==> src/rtl/ietc_pkg.sv <==
package ietc_pkg;
    localparam int unsigned NUM_SRC = 8;
    localparam int unsigned NUM_CHAN = 8;
    localparam logic [3:0] LVL_TOP = 4'hF;
    localparam logic [3:0] LVL_HIGH = 4'hE;
    localparam logic [2:0] CHAN_HIGH_MIN = 3'h4;
    localparam logic [15:0] SEG_ZERO = 16'h0000;
    localparam logic [7:0] CNT_ONE = 8'h01;
    localparam logic [7:0] CNT_ZERO = 8'h00;
    // status word field layout
    localparam int unsigned STW_LVL_LSB = 12;
    localparam int unsigned STW_ARITH_BIT = 7;
    // page limit of the transfer space: pages 0..3 of segment 0
    localparam logic [17:0] XFER_LIMIT = 18'h0FFFF;
    localparam logic [15:0] INC_BYTE = 16'h0001;
    localparam logic [15:0] INC_WORD = 16'h0002;
    // pointer update mode of a channel
    localparam logic [1:0] INC_NONE = 2'h0;
    localparam logic [1:0] INC_DST = 2'h1;
    localparam logic [1:0] INC_SRC = 2'h2;
    localparam int unsigned RESUME_CYCLES = 2;
    localparam int unsigned FIFO_DEPTH = 4;
    localparam int unsigned STACK_W = 16;
endpackage

==> src/rtl/ietc_stack_if.sv <==
`timescale 1ns/10ps
interface ietc_stack_if;
    logic valid;
    logic ready;
    logic [15:0] data;
    modport src (output valid, output data, input ready);
    modport snk (input valid, input data, output ready);
endinterface

==> src/rtl/ietc_fifo.sv <==
`timescale 1ns/10ps
module ietc_fifo #(
    parameter int unsigned WIDTH = 16,
    parameter int unsigned DEPTH = 4
) (
    input wire logic clk_sys,
    input wire logic rst_b,
    ietc_stack_if.snk wr,
    ietc_stack_if.src rd
);
    localparam int unsigned AW = $clog2(DEPTH);
    logic [WIDTH-1:0] mem_ff [DEPTH];
    logic [AW-1:0] wrPtr_ff;
    logic [AW-1:0] rdPtr_ff;
    logic [AW:0] count_ff;
    logic doWr;
    logic doRd;

    assign wr.ready = count_ff < (AW+1)'(DEPTH);
    assign rd.valid = count_ff != '0;
    assign rd.data = mem_ff[rdPtr_ff];
    assign doWr = wr.valid && wr.ready;
    assign doRd = rd.valid && rd.ready;

    always_ff @(posedge clk_sys) begin
        if (doWr) begin
            mem_ff[wrPtr_ff] <= wr.data;
        end
    end

    always_ff @(posedge clk_sys or negedge rst_b) begin
        if (!rst_b) begin
            wrPtr_ff <= '0;
            rdPtr_ff <= '0;
            count_ff <= '0;
        end else begin
            if (doWr) begin
                wrPtr_ff <= (wrPtr_ff == AW'(DEPTH-1)) ? '0 : wrPtr_ff + 1'b1;
            end
            if (doRd) begin
                rdPtr_ff <= (rdPtr_ff == AW'(DEPTH-1)) ? '0 : rdPtr_ff + 1'b1;
            end
            count_ff <= count_ff + (AW+1)'(doWr) - (AW+1)'(doRd);
        end
    end
endmodule // ietc_fifo

==> src/rtl/ietc_core.sv <==
`timescale 1ns/10ps
//
// Overview of operation
// - segmented entry pushes status, segment, pointer
// - flat entry pushes status then pointer
// - segmented entry loads segment zero
// - copy winner level, clear its flag
// - set arithmetic flag if multiply busy
// - entry leaves data page pointers alone
// - return pops in reverse order
// - context switch pushes old, loads new
// - transfers stay within segment zero pages
// - transfer leaves pointer and flags untouched
// - event service outranks cpu interrupts
// - level 14 high channels, 15 none
// - one transfer, width from channel bit
// - optional pointer increment, counter decrement
// - zero counter raises normal interrupt
// - simultaneous requests on one channel give one transfer
// - compete, trap next cycle, fetch after
// - pipeline finishes; trap stacks in two cycles
// - response about three instruction cycles
// - holds and status writes lengthen response
// - two resumed cycles before next entry
// - event response two instruction cycles
//
module ietc_core
    import ietc_pkg::*;
(
    input wire logic clk_sys,
    input wire logic rst_b,
    input wire logic cycleStart,
    input wire logic pipeHold,
    input wire logic [NUM_SRC-1:0] reqSet,
    input wire logic [NUM_SRC*4-1:0] srcLevel,
    input wire logic [NUM_SRC-1:0] srcIsEvent,
    input wire logic [NUM_SRC*3-1:0] srcChan,
    input wire logic segEnable,
    input wire logic arithBusy,
    input wire logic [15:0] statusWordIn,
    input wire logic [15:0] instrPointerIn,
    input wire logic [15:0] codeSegmentIn,
    input wire logic retIntExec,
    input wire logic [15:0] popData,
    input wire logic ctxSwExec,
    input wire logic [15:0] ctxSwImm,
    input wire logic [15:0] chanSrcPtr,
    input wire logic [15:0] chanDstPtr,
    input wire logic [7:0] chanCount,
    input wire logic chanByteWidth,
    input wire logic [1:0] chanIncMode,
    input wire logic stackReady,
    output logic stackPushValid,
    output logic [15:0] stackPushData,
    output logic stackPop,
    output logic trapActive,
    output logic [2:0] trapSource,
    output logic vectorFetch,
    output logic [15:0] statusWordOut,
    output logic [15:0] codeSegmentOut,
    output logic [15:0] instrPointerOut,
    output logic restoreValid,
    output logic [15:0] contextPointer,
    output logic xferStart,
    output logic [2:0] xferChan,
    output logic xferByte,
    output logic [17:0] xferSrcAddr,
    output logic [17:0] xferDstAddr,
    output logic chanUpdate,
    output logic [15:0] nxtChanSrc,
    output logic [15:0] nxtChanDst,
    output logic [7:0] nxtChanCount,
    output logic [NUM_SRC-1:0] reqFlags
);
    typedef enum logic [2:0] {
        IDLE, TRAP1, TRAP2, TRAP3, FETCH, POP
    } ietc_state_e;

    ietc_state_e state_ff;
    logic [NUM_SRC-1:0] flags_ff;
    logic [NUM_SRC-1:0] compete_ff;
    logic [2:0] winSrc_ff;
    logic [3:0] winLvl_ff;
    logic [15:0] stWord_ff;
    logic [15:0] codeSeg_ff;
    logic [15:0] instrPtr_ff;
    logic [15:0] ctxPtr_ff;
    logic [1:0] popIdx_ff;
    logic [1:0] resume_ff;
    logic pushValid_ff;
    logic [15:0] pushData_ff;
    logic pop_ff;
    logic trap_ff;
    logic fetch_ff;
    logic restore_ff;
    logic xfer_ff;
    logic [2:0] xChan_ff;
    logic xByte_ff;
    logic [17:0] xSrc_ff;
    logic [17:0] xDst_ff;
    logic upd_ff;
    logic [15:0] uSrc_ff;
    logic [15:0] uDst_ff;
    logic [7:0] uCnt_ff;
    logic [NUM_SRC-1:0] clrMask;
    logic [NUM_SRC-1:0] setMask;

    // stacked words pass a small buffer so a slow stack back-pressures
    ietc_stack_if pushIn();
    ietc_stack_if pushOut();

    ietc_fifo #(.WIDTH(STACK_W), .DEPTH(FIFO_DEPTH)) u_fifo (
        .clk_sys(clk_sys),
        .rst_b(rst_b),
        .wr(pushIn),
        .rd(pushOut)
    );

    function automatic logic [3:0] lvlOf(input logic [2:0] s,
                                         input logic [NUM_SRC*4-1:0] v);
        lvlOf = v[s*4 +: 4];
    endfunction

    function automatic logic [2:0] chanOf(input logic [2:0] s,
                                          input logic [NUM_SRC*3-1:0] v);
        chanOf = v[s*3 +: 3];
    endfunction

    // top levels limit channels
    // event channel permitted under the current cpu level
    function automatic logic chanAllowed(input logic [2:0] c,
                                         input logic [3:0] cpuLvl);
        if (cpuLvl == LVL_TOP) begin
            chanAllowed = 1'b0;
        end else if (cpuLvl == LVL_HIGH) begin
            chanAllowed = c >= CHAN_HIGH_MIN;
        end else begin
            chanAllowed = 1'b1;
        end
    endfunction

    // ------------------------------------------------------------------
    // arbitration
    // ------------------------------------------------------------------
    logic winFound;
    logic winEvent;
    logic [2:0] winSrc;
    logic [3:0] winLvl;
    logic [3:0] cpuLvl;

    assign cpuLvl = stWord_ff[STW_LVL_LSB +: 4];

    always_comb begin
        logic [4:0] best;
        logic [4:0] key;
        logic ev;
        best = '0;
        key = '0;
        ev = 1'b0;
        winFound = 1'b0;
        winEvent = 1'b0;
        winSrc = '0;
        winLvl = '0;
        for (int i = 0; i < NUM_SRC; i++) begin
            ev = srcIsEvent[i] && chanAllowed(chanOf(3'(i), srcChan),
                                              cpuLvl);
            key = {ev, lvlOf(3'(i), srcLevel)};
            if (compete_ff[i] && (ev || lvlOf(3'(i), srcLevel) > cpuLvl)
                && (!winFound || key > best)) begin
                best = key;
                winFound = 1'b1;
                winEvent = ev;
                winSrc = 3'(i);
                winLvl = lvlOf(3'(i), srcLevel);
            end
        end
    end

    logic cpuGo;
    logic evGo;
    logic evMove;
    logic [NUM_SRC-1:0] sameChan;

    // spent channel is served as a cpu entry
    assign evMove = winEvent && chanCount != CNT_ZERO;
    assign cpuGo = cycleStart && !pipeHold && state_ff == IDLE && winFound
        && !evMove && resume_ff == '0;
    assign evGo = cycleStart && !pipeHold && winFound && evMove
        && state_ff == IDLE;

    always_comb begin
        sameChan = '0;
        for (int i = 0; i < NUM_SRC; i++) begin
            sameChan[i] = compete_ff[i] && srcIsEvent[i]
                && chanOf(3'(i), srcChan) == chanOf(winSrc, srcChan);
        end
    end

    always_comb begin
        clrMask = '0;
        if (evGo) begin
            clrMask = sameChan;
        end else if (cpuGo) begin
            clrMask[winSrc] = 1'b1;
        end
    end

    assign setMask = reqSet;

    // ------------------------------------------------------------------
    // request flags
    // ------------------------------------------------------------------
    // winner flag cleared, set wins
    always_ff @(posedge clk_sys or negedge rst_b) begin
        if (!rst_b) begin
            flags_ff <= '0;
        end else begin
            flags_ff <= (flags_ff & ~clrMask) | setMask;
        end
    end

    always_ff @(posedge clk_sys or negedge rst_b) begin
        if (!rst_b) begin
            compete_ff <= '0;
        end else if (cycleStart && !pipeHold) begin
            compete_ff <= flags_ff & ~clrMask;
        end else begin
            compete_ff <= compete_ff & ~clrMask;
        end
    end

    // ------------------------------------------------------------------
    // entry and return sequence
    // ------------------------------------------------------------------
    logic pushFire;
    assign pushFire = pushIn.valid && pushIn.ready;

    always_ff @(posedge clk_sys or negedge rst_b) begin
        if (!rst_b) begin
            state_ff <= IDLE;
            winSrc_ff <= '0;
            winLvl_ff <= '0;
            stWord_ff <= '0;
            codeSeg_ff <= '0;
            instrPtr_ff <= '0;
            popIdx_ff <= '0;
            pop_ff <= 1'b0;
            trap_ff <= 1'b0;
            fetch_ff <= 1'b0;
            restore_ff <= 1'b0;
        end else begin
            pop_ff <= 1'b0;
            fetch_ff <= 1'b0;
            restore_ff <= 1'b0;
            case (state_ff)
                IDLE: begin
                    trap_ff <= 1'b0;
                    stWord_ff <= statusWordIn;
                    codeSeg_ff <= codeSegmentIn;
                    instrPtr_ff <= instrPointerIn;
                    if (cpuGo) begin
                        state_ff <= TRAP1;
                        trap_ff <= 1'b1;
                        winSrc_ff <= winSrc;
                        winLvl_ff <= winLvl;
                    end else if (retIntExec) begin
                        state_ff <= POP;
                        popIdx_ff <= segEnable ? 2'h2 : 2'h1;
                        pop_ff <= 1'b1;
                    end
                end
                TRAP1: if (pushFire) begin
                    state_ff <= segEnable ? TRAP2 : TRAP3;
                end
                TRAP2: if (pushFire) begin
                    state_ff <= TRAP3;
                end
                TRAP3: if (pushFire) begin
                    state_ff <= FETCH;
                end
                FETCH: begin
                    stWord_ff[STW_LVL_LSB +: 4] <= winLvl_ff;
                    stWord_ff[STW_ARITH_BIT] <= arithBusy;
                    if (segEnable) begin
                        codeSeg_ff <= SEG_ZERO;
                    end
                    fetch_ff <= 1'b1;
                    trap_ff <= 1'b0;
                    state_ff <= IDLE;
                end
                POP: begin
                    if (popIdx_ff == 2'h0) begin
                        stWord_ff <= popData;
                        restore_ff <= 1'b1;
                        state_ff <= IDLE;
                    end else begin
                        if (popIdx_ff == 2'h2) begin
                            instrPtr_ff <= popData;
                        end else if (segEnable) begin
                            codeSeg_ff <= popData;
                        end else begin
                            instrPtr_ff <= popData;
                        end
                        pop_ff <= 1'b1;
                        popIdx_ff <= popIdx_ff - 2'h1;
                    end
                end
                default: state_ff <= IDLE;
            endcase
        end
    end

    always_ff @(posedge clk_sys or negedge rst_b) begin
        if (!rst_b) begin
            resume_ff <= '0;
        end else if (restore_ff) begin
            resume_ff <= 2'(RESUME_CYCLES);
        end else if (cycleStart && !pipeHold && resume_ff != '0) begin
            resume_ff <= resume_ff - 2'h1;
        end
    end

    // ------------------------------------------------------------------
    // stack push path
    // ------------------------------------------------------------------
    always_comb begin
        pushIn.valid = 1'b0;
        pushIn.data = '0;
        case (state_ff)
            TRAP1: begin
                pushIn.valid = 1'b1;
                pushIn.data = stWord_ff;
            end
            TRAP2: begin
                pushIn.valid = 1'b1;
                pushIn.data = codeSeg_ff;
            end
            TRAP3: begin
                pushIn.valid = 1'b1;
                pushIn.data = instrPtr_ff;
            end
            default: begin
                pushIn.valid = ctxSwExec;
                pushIn.data = ctxPtr_ff;
            end
        endcase
    end

    assign pushOut.ready = stackReady || !pushValid_ff;

    always_ff @(posedge clk_sys or negedge rst_b) begin
        if (!rst_b) begin
            pushValid_ff <= 1'b0;
            pushData_ff <= '0;
        end else if (pushOut.ready) begin
            pushValid_ff <= pushOut.valid;
            pushData_ff <= pushOut.data;
        end
    end

    // load new bank; no page pointers here
    always_ff @(posedge clk_sys or negedge rst_b) begin
        if (!rst_b) begin
            ctxPtr_ff <= '0;
        end else if (ctxSwExec && state_ff == IDLE && pushFire) begin
            ctxPtr_ff <= ctxSwImm;
        end
    end

    // ------------------------------------------------------------------
    // event transfer
    // ------------------------------------------------------------------
    always_ff @(posedge clk_sys or negedge rst_b) begin
        if (!rst_b) begin
            xfer_ff <= 1'b0;
            xChan_ff <= '0;
            xByte_ff <= 1'b0;
            xSrc_ff <= '0;
            xDst_ff <= '0;
            upd_ff <= 1'b0;
            uSrc_ff <= '0;
            uDst_ff <= '0;
            uCnt_ff <= '0;
        end else begin
            xfer_ff <= evGo && chanCount != CNT_ZERO;
            upd_ff <= evGo && chanCount != CNT_ZERO;
            if (evGo) begin
                xChan_ff <= chanOf(winSrc, srcChan);
                xByte_ff <= chanByteWidth;
                xSrc_ff <= {2'h0, chanSrcPtr} & XFER_LIMIT;
                xDst_ff <= {2'h0, chanDstPtr} & XFER_LIMIT;
                uSrc_ff <= chanIncMode == INC_SRC ? chanSrcPtr
                    + (chanByteWidth ? INC_BYTE : INC_WORD) : chanSrcPtr;
                uDst_ff <= chanIncMode == INC_DST ? chanDstPtr
                    + (chanByteWidth ? INC_BYTE : INC_WORD) : chanDstPtr;
                uCnt_ff <= chanCount - CNT_ONE;
            end
        end
    end

    assign stackPushValid = pushValid_ff;
    assign stackPushData = pushData_ff;
    assign stackPop = pop_ff;
    assign trapActive = trap_ff;
    assign trapSource = winSrc_ff;
    assign vectorFetch = fetch_ff;
    assign statusWordOut = stWord_ff;
    assign codeSegmentOut = codeSeg_ff;
    assign instrPointerOut = instrPtr_ff;
    assign restoreValid = restore_ff;
    assign contextPointer = ctxPtr_ff;
    assign xferStart = xfer_ff;
    assign xferChan = xChan_ff;
    assign xferByte = xByte_ff;
    assign xferSrcAddr = xSrc_ff;
    assign xferDstAddr = xDst_ff;
    assign chanUpdate = upd_ff;
    assign nxtChanSrc = uSrc_ff;
    assign nxtChanDst = uDst_ff;
    assign nxtChanCount = uCnt_ff;
    assign reqFlags = flags_ff;

    // ------------------------------------------------------------------
    // assertions
    // ------------------------------------------------------------------
    property p_seg_order;
        @(posedge clk_sys) disable iff (!rst_b)
        (state_ff == TRAP1 && pushFire && segEnable) |=> state_ff == TRAP2;
    endproperty
    a_seg_order: assert property (p_seg_order)
        else $error("segment not pushed after status");

    property p_flat_order;
        @(posedge clk_sys) disable iff (!rst_b)
        (state_ff == TRAP1 && pushFire && !segEnable) |=> state_ff == TRAP3;
    endproperty
    a_flat_order: assert property (p_flat_order)
        else $error("flat entry pushed segment");

    property p_seg_zero;
        @(posedge clk_sys) disable iff (!rst_b)
        (state_ff == FETCH && segEnable) |=> codeSeg_ff == SEG_ZERO;
    endproperty
    a_seg_zero: assert property (p_seg_zero)
        else $error("segment not zero on entry");

    property p_level;
        @(posedge clk_sys) disable iff (!rst_b)
        state_ff == FETCH |=> stWord_ff[STW_LVL_LSB +: 4] == $past(winLvl_ff);
    endproperty
    a_level: assert property (p_level)
        else $error("level not copied");

    property p_level15;
        @(posedge clk_sys) disable iff (!rst_b)
        cpuLvl == LVL_TOP |-> !evGo;
    endproperty
    a_level15: assert property (p_level15)
        else $error("transfer at top level");

    property p_xfer;
        @(posedge clk_sys) disable iff (!rst_b)
        (evGo && chanCount != CNT_ZERO) |=> xferStart && chanUpdate;
    endproperty
    a_xfer: assert property (p_xfer)
        else $error("transfer not started");

    property p_zero;
        @(posedge clk_sys) disable iff (!rst_b)
        (cpuGo && winEvent) |=> trapActive && !xferStart;
    endproperty
    a_zero: assert property (p_zero)
        else $error("transfer at zero count");

    property p_atomic;
        @(posedge clk_sys) disable iff (!rst_b)
        state_ff == TRAP1 |-> !cpuGo;
    endproperty
    a_atomic: assert property (p_atomic)
        else $error("entry during stacking");

    c_entry: cover property (@(posedge clk_sys) disable iff (!rst_b)
        vectorFetch);
    c_xfer: cover property (@(posedge clk_sys) disable iff (!rst_b)
        xferStart);
    c_ret: cover property (@(posedge clk_sys) disable iff (!rst_b)
        restoreValid);
endmodule // ietc_core

==> config.mk <==
export PLATFORM = sky130hd
export DESIGN_NAME = ietc_core
export DESIGN_NICKNAME = d
export VERILOG_FILES = /design/src/rtl/ietc_pkg.sv /design/src/rtl/ietc_stack_if.sv /design/src/rtl/ietc_fifo.sv /design/src/rtl/ietc_core.sv
export SDC_FILE = /design/constraint.sdc
export NUM_CORES = 1
export LEC_CHECK = 0
export BUFFER_PORTS_ARGS = -buffer_cell sky130_fd_sc_hd__buf_4
export CORE_ASPECT_RATIO = 0.75
export CORE_MARGIN = 4
export CORE_UTILIZATION = 50
export CTS_CLUSTER_DIAMETER = 150
export DETAILED_ROUTE_END_ITERATION = 12
export PLACE_DENSITY_LB_ADDON = 0.3
export SETUP_SLACK_MARGIN = 0.2
export SYNTH_ARGS = -nofsm -noshare
export SYNTH_HDL_FRONTEND = slang
export SYNTH_SLANG_ARGS = --single-unit
==> constraint.sdc <==
create_clock -name clk_sys -period 34 [get_ports clk_sys]
set_input_delay 6.8 -clock clk_sys [delete_from_list [all_inputs] [get_ports clk_sys]]
set_output_delay 6.8 -clock clk_sys [all_outputs]
set_load 0.02 [all_outputs]
After elaboration in Yosys (flattened, before gate mapping). Memories as Yosys holds them, arrays and structs flattened. A register that Yosys moved wholly into a read port is not among the register bits. Cells that the tools add are included.

Input port bits: 204. Register bits: 183. Logic and storage cells: 308. Output and inout port bits: 178. Bits in writable memories: 64. Memories kept: 1.

Equality and inequality tests: 32. Order comparisons: 26. Multiply operators: 1. Multiplexer cells: 106. Reductions and logical operators: 100. Shift operators: 1. Add/sub/neg operators: 9. Bitwise operators: 4.

Memory list: u_fifo.mem_ff (words 4, width 16, rd ports 1, clocked after memory_dff 1, write ports 1, line ietc_fifo.sv:12) `logic [WIDTH-1:0] mem_ff [DEPTH];`.

Operators by type and width (count): two-way mux 16 bit (10); one-hot mux 16 bit (3 select lines) (2); logical AND 1 bit (55); two-way mux 1 bit (45); two-way mux 3 bit (12); > comparator 5 bit (7); two-way mux 5 bit (7); > comparator 4 bit (8); two-way mux 4 bit (8); one-hot mux 16 bit (2 select lines) (1); equality test 3 bit (8); >= comparator 3 bit (second input constant) (8); two-way mux 8 bit (3); variable part select 24 x 6 -> 3 bit (1); inequality test 2 bit (second input constant) (10); two-way mux 2 bit (9); adder 16 bit (1); adder 16 x 2 -> 16 bit (1); AND 8 bit (2); logical OR 1 bit (16); one-hot mux 3 bit (5 select lines) (1); one-hot mux 7 bit (2 select lines) (1); one-hot mux 4 bit (3 select lines) (1); logical NOT 1 bit (11); other kinds (33) (51).

Longest topological paths before layout. Gate-level depths: netlist (run 1).

Depth after elaboration: 44. Gate-level depth with buffers: 73. Mapped depth without buffers: 67.

By module. From an unflattened synthesis (run 1), not the netlist that was laid out.

Cell total of the unflattened synthesis: 1438. Area, all modules: 14871.8 um^2.

By module, submodules not included: ietc_core (instances 1, area each 12090.3 um^2, cells each 1316); ietc_fifo (instances 1, area each 2781.4 um^2, cells each 122).

Worst setup path after synthesis (run 1). Ideal clock, no wire load.

Kind: in2reg. Start point: input port srcLevel[1]. End point: register flags_ff[2] (netlist: reqFlags[2]). Path slack: 15.011 ns. Arrival: 18.856 ns. Setup time: 0.132 ns. Stages on the path: 67. Cell sequence: ha_1 -> nor2b_1 -> o211ai_1 -> a21oi_1 -> o21ai_0 -> ha_1 -> and3_1 -> and3_1 -> a31oi_1 -> a21o_1 -> a21oi_1 -> or2_2 -> inv_1 -> ha_1 -> nor2b_1 -> o211ai_1 -> a31o_2 -> a21oi_1 -> [... 31 more ...] -> a211o_1 -> o31ai_1 -> clkbuf_1 -> nand2_1 -> o21a_1 -> ha_1 -> nor2b_1 -> o21a_1 -> o21a_1 -> o21ai_0 -> a221o_1 -> o31a_1 -> clkbuf_1 -> o22ai_1 -> a211o_1 -> or4_4 -> a211oi_2 -> a31oi_1.

Cells in the longest elaborated chain, start to end: 41. Elaborated cells between the ends (all ways): 83. Classes of those cells: mul (1); order compare (10); eq/ne (1); shift (1); mux (34); bitwise (3); reduce/logical (33).

Ends and longest elaborated chain: from (decl) (line ietc_core.sv:35) `input wire logic [NUM_SRC*4-1:0] srcLevel,`; branches (longest 37 deep; another with > comparator 5 bit); two-way mux 8 bit * (line ietc_core.sv:201) `if (evGo) begin`; inverter 8 bit * (line ietc_core.sv:218) `flags_ff <= (flags_ff & ~clrMask) | setMask;`; AND 8 bit * (line ietc_core.sv:218); bitwise OR 8 bit * (line ietc_core.sv:218); to (signal assigned) (line ietc_core.sv:218); to (decl) (line ietc_core.sv:80) `logic [NUM_SRC-1:0] flags_ff;`.

Mark *: on every way between the ends. A chain may end at the register's enable or synchronous reset.

Final worst setup path (run 1).
Start point: input port srcLevel[1]. End point: register flags_ff[6] (netlist: reqFlags[6]).

Same word-level chain as after synthesis.

==> results of run 1 <==
[cell usage in the layout (no fill, tap or decap), types with 6 or more instances in the layout]
cell type  netlist  final
o21ai_0        130    130
nand2b_1         7      7
o21a_1          21     21
o31ai_1         11     11
nor4_1           9      9
a31oi_1         24     23
nand3b_1         6      6
o211ai_1         9      9
nand3_1         23     23
a211oi_1        10     10
nor2_1          76     76
a21oi_1         95     95
clkbuf_16        0     30
xor2_1          26     26
edfxtp_1        64     64
xnor2_1         20     20
a21o_1           6      6
mux4_2          16     16
and2_1          16     16
ha_1            83     83
a22oi_1         21     21
o31a_1          11     11
or2_2           12     12
dfrtp_1        199    198
nand4_1         11     11
inv_1           46     46
mux2i_1         25     25
nor3_1          19     19
and3_1          25     25
buf_4            6    394
clkbuf_1        47      7
and4_1           7      7
nor2b_1         27     27
nand2_1        252    252
mux2_2          64     64
[metal layers]
metal / global-route usage / vias up
met5: 0 / -
met4: 0.0898 / 0
met3: 0.0865 / 98
met2: 0.470 / 697
met1: 0.427 / 6616
li1: - / 6263
[kinds of logic (layout without fill, tap and decap cells)]
kind of cell               after synthesis  in the layout  share of synthesized area
and+or+nand+nor                        504            504                      0.155
AOI/OAI and AO/OA                      404            404                      0.171
DFF                                    263            263                      0.453
buffers and inverters                  126            494                     0.0345
muxes                                  105            105                     0.0875
adders and majority gates               86             86                     0.0722
xor gates and xnor gates                46             46                     0.0265
other                                    1              7                   0.000246
[flip-flops by register name, indices dropped and copies added (netlist names), 2 cells and up]
signal,flops
nxtChanDst,16
reqFlags,8
compete_ff,8
instrPointerOut,16
resume_ff,2
u_fifo.mem_ff,64
stackPushData,16
statusWordOut,16
u_fifo.rdPtr_ff,2
popIdx_ff,2
xferChan,3
winLvl_ff,4
trapSource,3
nxtChanCount,8
contextPointer,16
u_fifo.wrPtr_ff,2
state_ff,3
codeSegmentOut,16
xferDstAddr,16
u_fifo.count_ff,3
xferSrcAddr,16
nxtChanSrc,16
[critical path: cells and delay by family]
family          cells  cell delay (ns)
fa+ha+maj           8             2.34
buf+inv             4             0.35
compound gates     35             9.19
simple gates       15             2.76
mux                 2             0.43
[path summary, 6_finish.rpt]
check,from,to,slack (ns),cells past startpoint
min,restoreValid,resume_ff[0],0.48,1
min reg2reg,restoreValid,resume_ff[0],0.48,1
max reg2reg,statusWordOut[14],reqFlags[6],18.06,64
min in group asynchronous,rst_b,vectorFetch,6.25,1
max in group asynchronous,rst_b,xferDstAddr[10],26.35,2
max,srcLevel[1],reqFlags[6],12.51,64
[cell type report]
cell class                      instances  share of cell area
Clock buffer                           41              0.0429
Timing Repair Buffer                  395               0.153
Multi-Input combinational cell       1149               0.405
Tap cell                              399              0.0258
Inverter                               47             0.00910
Sequential cell                       263               0.356
Antenna cell                            3            0.000387
Clock inverter                         11             0.00723
[per-stage QoR]
stage | worst slack, ns | cells | utilization | area, µm² | hold WS (ns)
after floorplan | 15.01 | 1538 | - | 15200 | 0.449
after global placement | 12.56 | 2253 | 0.612 | 18400 | 0.459
after detailed placement | 12.35 | 2253 | 0.612 | 18400 | 0.467
after CTS | 12.89 | 2305 | 0.644 | 19400 | 0.475
after global routing | 11.17 | 2306 | 0.645 | 19400 | 0.500
final | 12.51 | 2308 | 0.645 | 19400 | 0.481
==> results.sh, run 1 <==
export IMPL_dr_pass1_iters=5
export IMPL_coreArea_um2=30100
export IMPL_fill_cells=2402
export IMPL_io_pins=382
export IMPL_synth_edf_count=64
export IMPL_via_per_inst=5.92
export IMPL_gr_total_overflow=0
export IMPL_end_kind="register"
export IMPL_grt_max_degree=127
export IMPL_fin_crit_sh=0.632
export IMPL_ys_warn_count=0
export IMPL_status="finished, final reports clean"
export IMPL_slowest_stage="a21oi_1"
export IMPL_hold_viol=0
export IMPL_synth_area_leader_cell="dfrtp_1"
export IMPL_yosysSeqAreaShare=0.453
export IMPL_syn_area_um2=15200
export IMPL_final_min_clock_period_ns=21.49
export IMPL_ys_flop_type="dfrtp_1"
export IMPL_grt_first_pass_wirelength_um=81100
export IMPL_antenna_found_initial=1
export IMPL_clk_latency_ns=0.54
export IMPL_die_y_um=159
export IMPL_drtAntennaViolNets=0
export IMPL_drc_errors=0
export IMPL_required_ns=34.42
export IMPL_synth_seq_cells=263
export IMPL_chipWidth_um=209
export IMPL_htree_levels=1
export IMPL_grt_total_usage=0.306
export IMPL_cts_tree="yes"
export IMPL_setup_tns_ns=0
export IMPL_multi_input_area_um2=7860
export IMPL_wl_met1_um=22000
export IMPL_postCtsSetupBuffers=0
export IMPL_cp_arrival_ns=21.90
export IMPL_cts_buffer_depth=3
export IMPL_nets=2174
export IMPL_fin_worst_skew_ns=0.00908
export IMPL_placement_io_buffers=377
export IMPL_slew_viol_final=0
export IMPL_cts_resized=0
export IMPL_seq_area_um2=6900
export IMPL_clkTransAtPathRegs_ns=0.07
export IMPL_cts_hold_buf=0
export IMPL_critical_path_max_fanout=15
export IMPL_hold_path_class="reg -> reg"
export IMPL_synth_top_area_frac=0.327
export IMPL_slew_limit_headroom=0.160
export IMPL_fmax_ghz=0.0465
export IMPL_core_rowCount=55
export IMPL_synth_area_leaders="dfrtp_1 (33%), edfxtp_1 (13%), ha_1 (6.8%), nand2_1 (6.2%), mux2_2 (4.7%)"
export IMPL_avgSynthCellArea_um2=9.92
export IMPL_synth_cell_types=85
export IMPL_cts_sinks=263
export IMPL_vias=13674
export IMPL_drive_gt1_frac=0.293
export IMPL_start_util=0.506
export IMPL_drt_total_wl_um=52300
export IMPL_setup_viol=0
export IMPL_drt_iter0_markers=1176
export IMPL_grt_pass1_vias=13747
export IMPL_met2WireLength_um=23100
export IMPL_top_layer="met4"
export IMPL_syn_inst=1535
export IMPL_cts_root_buffer="clkbuf_16"
export IMPL_cpPeakStageDelay_ns=0.91
export IMPL_die_area_um2=33300
export IMPL_rsz0062_at_grt="false"
export IMPL_crit_top_cell="ha_1"
export IMPL_post_dp_hpwl_um=40000
export IMPL_wl_per_cell_um=22.7
export IMPL_cts_buffers=28
export IMPL_yosys_top_cells_count="nand2_1 (252), dfrtp_1 (199), o21ai_0 (130)"
export IMPL_wl_met3_um=5450
export IMPL_cap_violations=0
export IMPL_area_growth_pct=27.4
export IMPL_synthArstFlopShare=0.757
export IMPL_crit_type="in -> reg"
export IMPL_worstMarginPinSlew_ns=1.25
export IMPL_yosysMostFrequentCell="nand2_1"
export IMPL_cp_start_kind="input pin"
export IMPL_gp_congestion=0.994
Power of run 1 is not shown: default switching activity piles up to over one toggle a cycle in this logic, so the estimate is an artifact.
==> run 2: changes to the inputs <==
Settings changed: ABC_AREA set to 1, CORE_UTILIZATION 50 to 49.
Clock period 34 ns to 18.4 ns, I/O delays scaled along.
==> results.sh, run 2 <==
export IMPL_status="finished, final reports clean"
export IMPL_regMostFlops="u_fifo.mem_ff"
export IMPL_hold_viol=0
export IMPL_grt_first_pass_wirelength_um=72300
export IMPL_gr_total_overflow=0
export IMPL_yosysMostFrequentCell="nand2_1"
export IMPL_crit_type="in -> reg"
export IMPL_placement_io_buffers=377
export IMPL_cap_violations=0
export IMPL_gp_congestion=0.936
export IMPL_final_min_clock_period_ns=15.01
export IMPL_area_growth_pct=26.6
export IMPL_largest_reg_flops=64
export IMPL_cts_buffers=28
export IMPL_wl_per_cell_um=17.8
export IMPL_hold_ws_ns=0.464
export IMPL_via_per_inst=5.40
export IMPL_cp_start_kind="input pin"
export IMPL_clk_latency_ns=0.55
export IMPL_yosys_top_cells_count="nand2_1 (460), dfrtp_1 (199), nor2_1 (199)"
export IMPL_start_util=0.504
export IMPL_grt_total_usage=0.264
export IMPL_io_pins=382
export IMPL_synth_edf_count=64
export IMPL_drc_errors=0
export IMPL_cts_hold_buf=0
export IMPL_die_area_um2=33300
export IMPL_drtAntennaViolNets=0
export IMPL_synth_seq_cells=263
export IMPL_required_ns=18.77
export IMPL_antenna_found_initial=1
export IMPL_critical_path_max_fanout=142
export IMPL_grt_pass1_vias=13398
export IMPL_final_cells=2559
export IMPL_die_y_um=159
export IMPL_cp_arrival_ns=15.38
export IMPL_crit_top_cell="nand2_1"
export IMPL_slew_viol_final=0
export IMPL_dr_pass1_iters=5
export IMPL_postCtsSetupBuffers=0
export IMPL_synthArstFlopShare=0.757
export IMPL_post_dp_hpwl_um=34500
export IMPL_cts_sinks=263
export IMPL_cts_resized=0
export IMPL_end_kind="register"
export IMPL_htree_levels=1
export IMPL_drt_total_wl_um=45600
export IMPL_rsz0062_at_grt="false"
export IMPL_synth_area_leaders="dfrtp_1 (33%), edfxtp_1 (13%), nand2_1 (12%), ha_1 (7.0%), o21ai_0 (5.8%)"
export IMPL_worstMarginPinSlew_ns=1.20
export IMPL_drive_gt1_frac=0.233
export IMPL_setup_tns_ns=0
export IMPL_cts_root_buffer="clkbuf_16"
export IMPL_slew_limit_headroom=0.196
export IMPL_grt_max_degree=143
export IMPL_clkTransAtPathRegs_ns=0.07
export IMPL_hold_path_class="reg -> reg"
export IMPL_drt_iter0_markers=1265
export IMPL_placedCellCount=2508
export IMPL_yosysSeqAreaShare=0.463
export IMPL_slowest_stage="buf_4"
export IMPL_syn_area_um2=14900
export IMPL_post_route_util=0.638
export IMPL_fin_worst_skew_ns=0.0186
export IMPL_fmax_ghz=0.0666
export IMPL_core_rowCount=54
export IMPL_synth_top_area_frac=0.334
export IMPL_coreArea_um2=29500
export IMPL_synth_cell_types=47
export IMPL_ys_flop_type="dfrtp_1"
export IMPL_avgSynthCellArea_um2=8.30
export IMPL_cts_buffer_depth=3
export IMPL_ys_warn_count=0
export IMPL_setup_viol=0
export IMPL_synth_area_leader_cell="dfrtp_1"
export IMPL_chipWidth_um=209
export IMPL_fin_crit_sh=0.816
export IMPL_cpPeakStageDelay_ns=0.85
export IMPL_layout_commonest_cell="nand2_1"
export IMPL_final_cell_mix="nand2_1 (460), buf_4 (388), dfrtp_1 (199)"
export IMPL_nets=2436
export IMPL_cts_tree="yes"
export IMPL_syn_inst=1794
export IMPL_vias=13817
run 2: logic make-up (layout without fill, tap and decap cells):
family                   Yosys count  in the layout  share of synthesized area
AO/OA/AOI/OAI                    307            307                      0.116
XOR/XNOR                          33             33                     0.0194
AND/OR/NAND/NOR                  806            806                      0.227
flip-flops                       263            263                      0.463
other                              1              5                   0.000252
buffers and inverters            260            629                     0.0717
multiplexers                      38             38                     0.0282
adder cells (fa/ha/maj)           86             86                     0.0738
run 2: final cells by class:
type                            count  area (µm²)
Sequential cell                   263        6900
Antenna cell                        1        2.50
Multi-Input combinational cell   1274        6950
Timing Repair Buffer              389        2930
Clock inverter                     11        91.3
Fill cell                        2518       10700
Clock buffer                       39         762
Tap cell                          392         490
Inverter                          190         717
run 2: critical path: cells and delay by family:
family | cells | cell delay [ns]
AOI/OAI and AO/OA | 27 | 4.02
and+or+nand+nor | 29 | 3.47
adders and majority gates | 8 | 2.55
buffers and inverters | 10 | 1.54
run 2: stage by stage:
step / worst slack [ns] / cell area (µm²)
global placement: 3.81 / 18000
global route: 1.98 / 18800
floorplan: 5.37 / 14900
detailed placement: 3.15 / 18000
CTS: 3.67 / 18800
finish: 3.39 / 18800
run 2: per-layer routing:
| layer | up-vias | part of all wire | track usage |
|---|---|---|---|
| li1 | 6622 | - | - |
| met1 | 6526 | 0.44 | 0.389 |
| met2 | 588 | 0.45 | 0.412 |
| met3 | 81 | 0.081 | 0.0370 |
| met4 | 0 | 0.029 | 0.0712 |
| met5 | - | 0 | 0 |
run 2: final timing paths:
check / from / to / slack [ns] / cells past startpoint
setup / recovery: srcLevel[3] / nxtChanDst[7] / 3.39 / 74
hold / removal: restoreValid / resume_ff[0] / 0.46 / 1
setup reg to reg: statusWordOut[14] / nxtChanDst[7] / 5.77 / 74
hold reg to reg: restoreValid / resume_ff[0] / 0.46 / 1
max in group asynchronous: rst_b / compete_ff[2] / 13.58 / 2
min in group asynchronous: rst_b / stackPushData[8] / 3.20 / 1
Power of run 2 is left out for the same reason.
==> run 3: changes to the inputs <==
Settings changed: CORE_UTILIZATION 49 to 50.
Clock period 18.4 ns to 14.25 ns, I/O delays scaled along.
==> results.sh, run 3 (synthesis results as in run 2) <==
export IMPL_coreArea_um2=29200
export IMPL_start_util=0.510
export IMPL_cts_root_buffer="clkbuf_16"
export IMPL_status="finished, final reports clean"
export IMPL_nets=2446
export IMPL_met2WireLength_um=21100
export IMPL_clkTransAtPathRegs_ns=0.06
export IMPL_fin_crit_sh=0.903
export IMPL_slew_limit_headroom=0.220
export IMPL_cap_violations=0
export IMPL_vias=13751
export IMPL_hold_path_class="reg -> reg"
export IMPL_antenna_found_initial=0
export IMPL_worstMarginPinSlew_ns=1.17
export IMPL_cpPeakStageDelay_ns=0.33
export IMPL_placement_io_buffers=377
export IMPL_fmax_ghz=0.0778
export IMPL_hold_viol=0
export IMPL_grt_pass1_vias=13251
export IMPL_wl_met3_um=3660
export IMPL_io_pins=382
export IMPL_cts_tree="yes"
export IMPL_drt_total_wl_um=46400
export IMPL_critPathTopFamily="simple AND/OR/NAND/NOR gates"
export IMPL_drt_iter0_markers=1123
export IMPL_cts_buffer_depth=3
export IMPL_wl_met1_um=20500
export IMPL_grt_first_pass_wirelength_um=72200
export IMPL_cp_arrival_ns=13.30
export IMPL_htree_levels=1
export IMPL_gr_total_overflow=0
export IMPL_fill_cells=2467
export IMPL_end_kind="register"
export IMPL_regMostFlops="u_fifo.mem_ff"
export IMPL_cts_sinks=263
export IMPL_setup_tns_ns=0
export IMPL_cts_hold_buf=0
export IMPL_crit_type="in -> reg"
export IMPL_largest_reg_flops=64
export IMPL_setup_viol=0
export IMPL_top_layer="met4"
export IMPL_slowest_stage="ha_1"
export IMPL_fin_worst_skew_ns=0.0190
export IMPL_rsz0062_at_grt="false"
export IMPL_area_growth_pct=27.5
export IMPL_slew_viol_final=0
export IMPL_clk_latency_ns=0.56
export IMPL_via_per_inst=5.35
export IMPL_grt_total_usage=0.273
export IMPL_drive_gt1_frac=0.241
export IMPL_critical_path_max_fanout=19
export IMPL_crit_top_cell="nand2_1"
export IMPL_wl_per_cell_um=18.1
export IMPL_crit_buf_inv=8
export IMPL_layout_commonest_cell="nand2_1"
export IMPL_gp_congestion=0.913
export IMPL_cp_start_kind="input pin"
export IMPL_core_rowCount=54
export IMPL_chipWidth_um=207
export IMPL_post_dp_hpwl_um=35200
export IMPL_cts_buffers=27
export IMPL_final_min_clock_period_ns=12.86
export IMPL_dr_pass1_iters=5
export IMPL_antenna_cells=0
export IMPL_final_cell_mix="nand2_1 (457), buf_4 (397), dfrtp_1 (199)"
export IMPL_rrSetupSlack_ns=2.95
export IMPL_required_ns=14.69
export IMPL_drtAntennaViolNets=0
export IMPL_grt_max_degree=90
export IMPL_die_y_um=157
export IMPL_drc_errors=0
export IMPL_die_area_um2=32600
==> run 3: changes by cell type in the layout (fill, tap and decap cells not counted), sizes merged <==
cell	previous run	this run
bufinv	0	3
diode	1	0
clkinv	13	15
buf	388	398
nor2	205	206
clkinvlp	1	4
clkbuf	40	32
==> run 3: routing by layer <==
layer / vias up / GRT usage
li1: 6627 / -
met4: 0 / 0.0727
met1: 6521 / 0.383
met5: - / 0
met2: 521 / 0.433
met3: 82 / 0.0616
==> run 3: timing repair <==
item / in CTS / in global routing
setup buffers: 0 / 5
resized for setup: 0 / 18
endpoints found under the setup margin: 0 / 107
endpoints found under the hold margin: 0 / 0
==> run 3: worst paths after layout <==
kind | startpoint | endpoint | depth (start not counted)
setup / recovery | srcLevel[3] | reqFlags[5] | 79
max in group asynchronous | rst_b | state_ff[0] | 3
hold reg to reg | nxtChanCount[3] | nxtChanCount[3] | 2
setup reg to reg | statusWordOut[15] | reqFlags[5] | 79
min in group asynchronous | rst_b | stackPushData[8] | 1
hold / removal | nxtChanCount[3] | nxtChanCount[3] | 2
==> run 3: final cells by class <==
cell class                      instances  area, µm²  share of cell area
Clock inverter                         19        175             0.00922
Timing Repair Buffer                  399       3010               0.159
Inverter                              190        722              0.0380
Tap cell                              392        490              0.0258
Sequential cell                       263       6900               0.363
Clock buffer                           31        691              0.0364
Multi-Input combinational cell       1275       7000               0.368
==> run 3: through the flow <==
| step | instance area (µm²) | utilization | setup WS (ns) | std cells | hold slack (ns) |
|---|---|---|---|---|---|
| 4_1_cts | 18900 | 0.648 | 0.596 | 2563 | 0.480 |
| 2_1_floorplan | 14900 | - | 2.05 | 1797 | 0.467 |
| 3_3_place_gp | 18000 | 0.618 | 0.603 | 2513 | 0.457 |
| 6_report | 19000 | 0.651 | 1.39 | 2569 | 0.476 |
| 5_1_grt | 19000 | 0.651 | 0.197 | 2569 | 0.501 |
| 3_5_place_dp | 18000 | 0.618 | 0.0843 | 2513 | 0.464 |
==> run 3: worst min-delay path, delay by kind of cell (launching register included) <==
kind | cells | cell delay, ns
flops | 1 | 0.35
simple gates | 2 | 0.10
Power of run 3 is left out for the same reason.
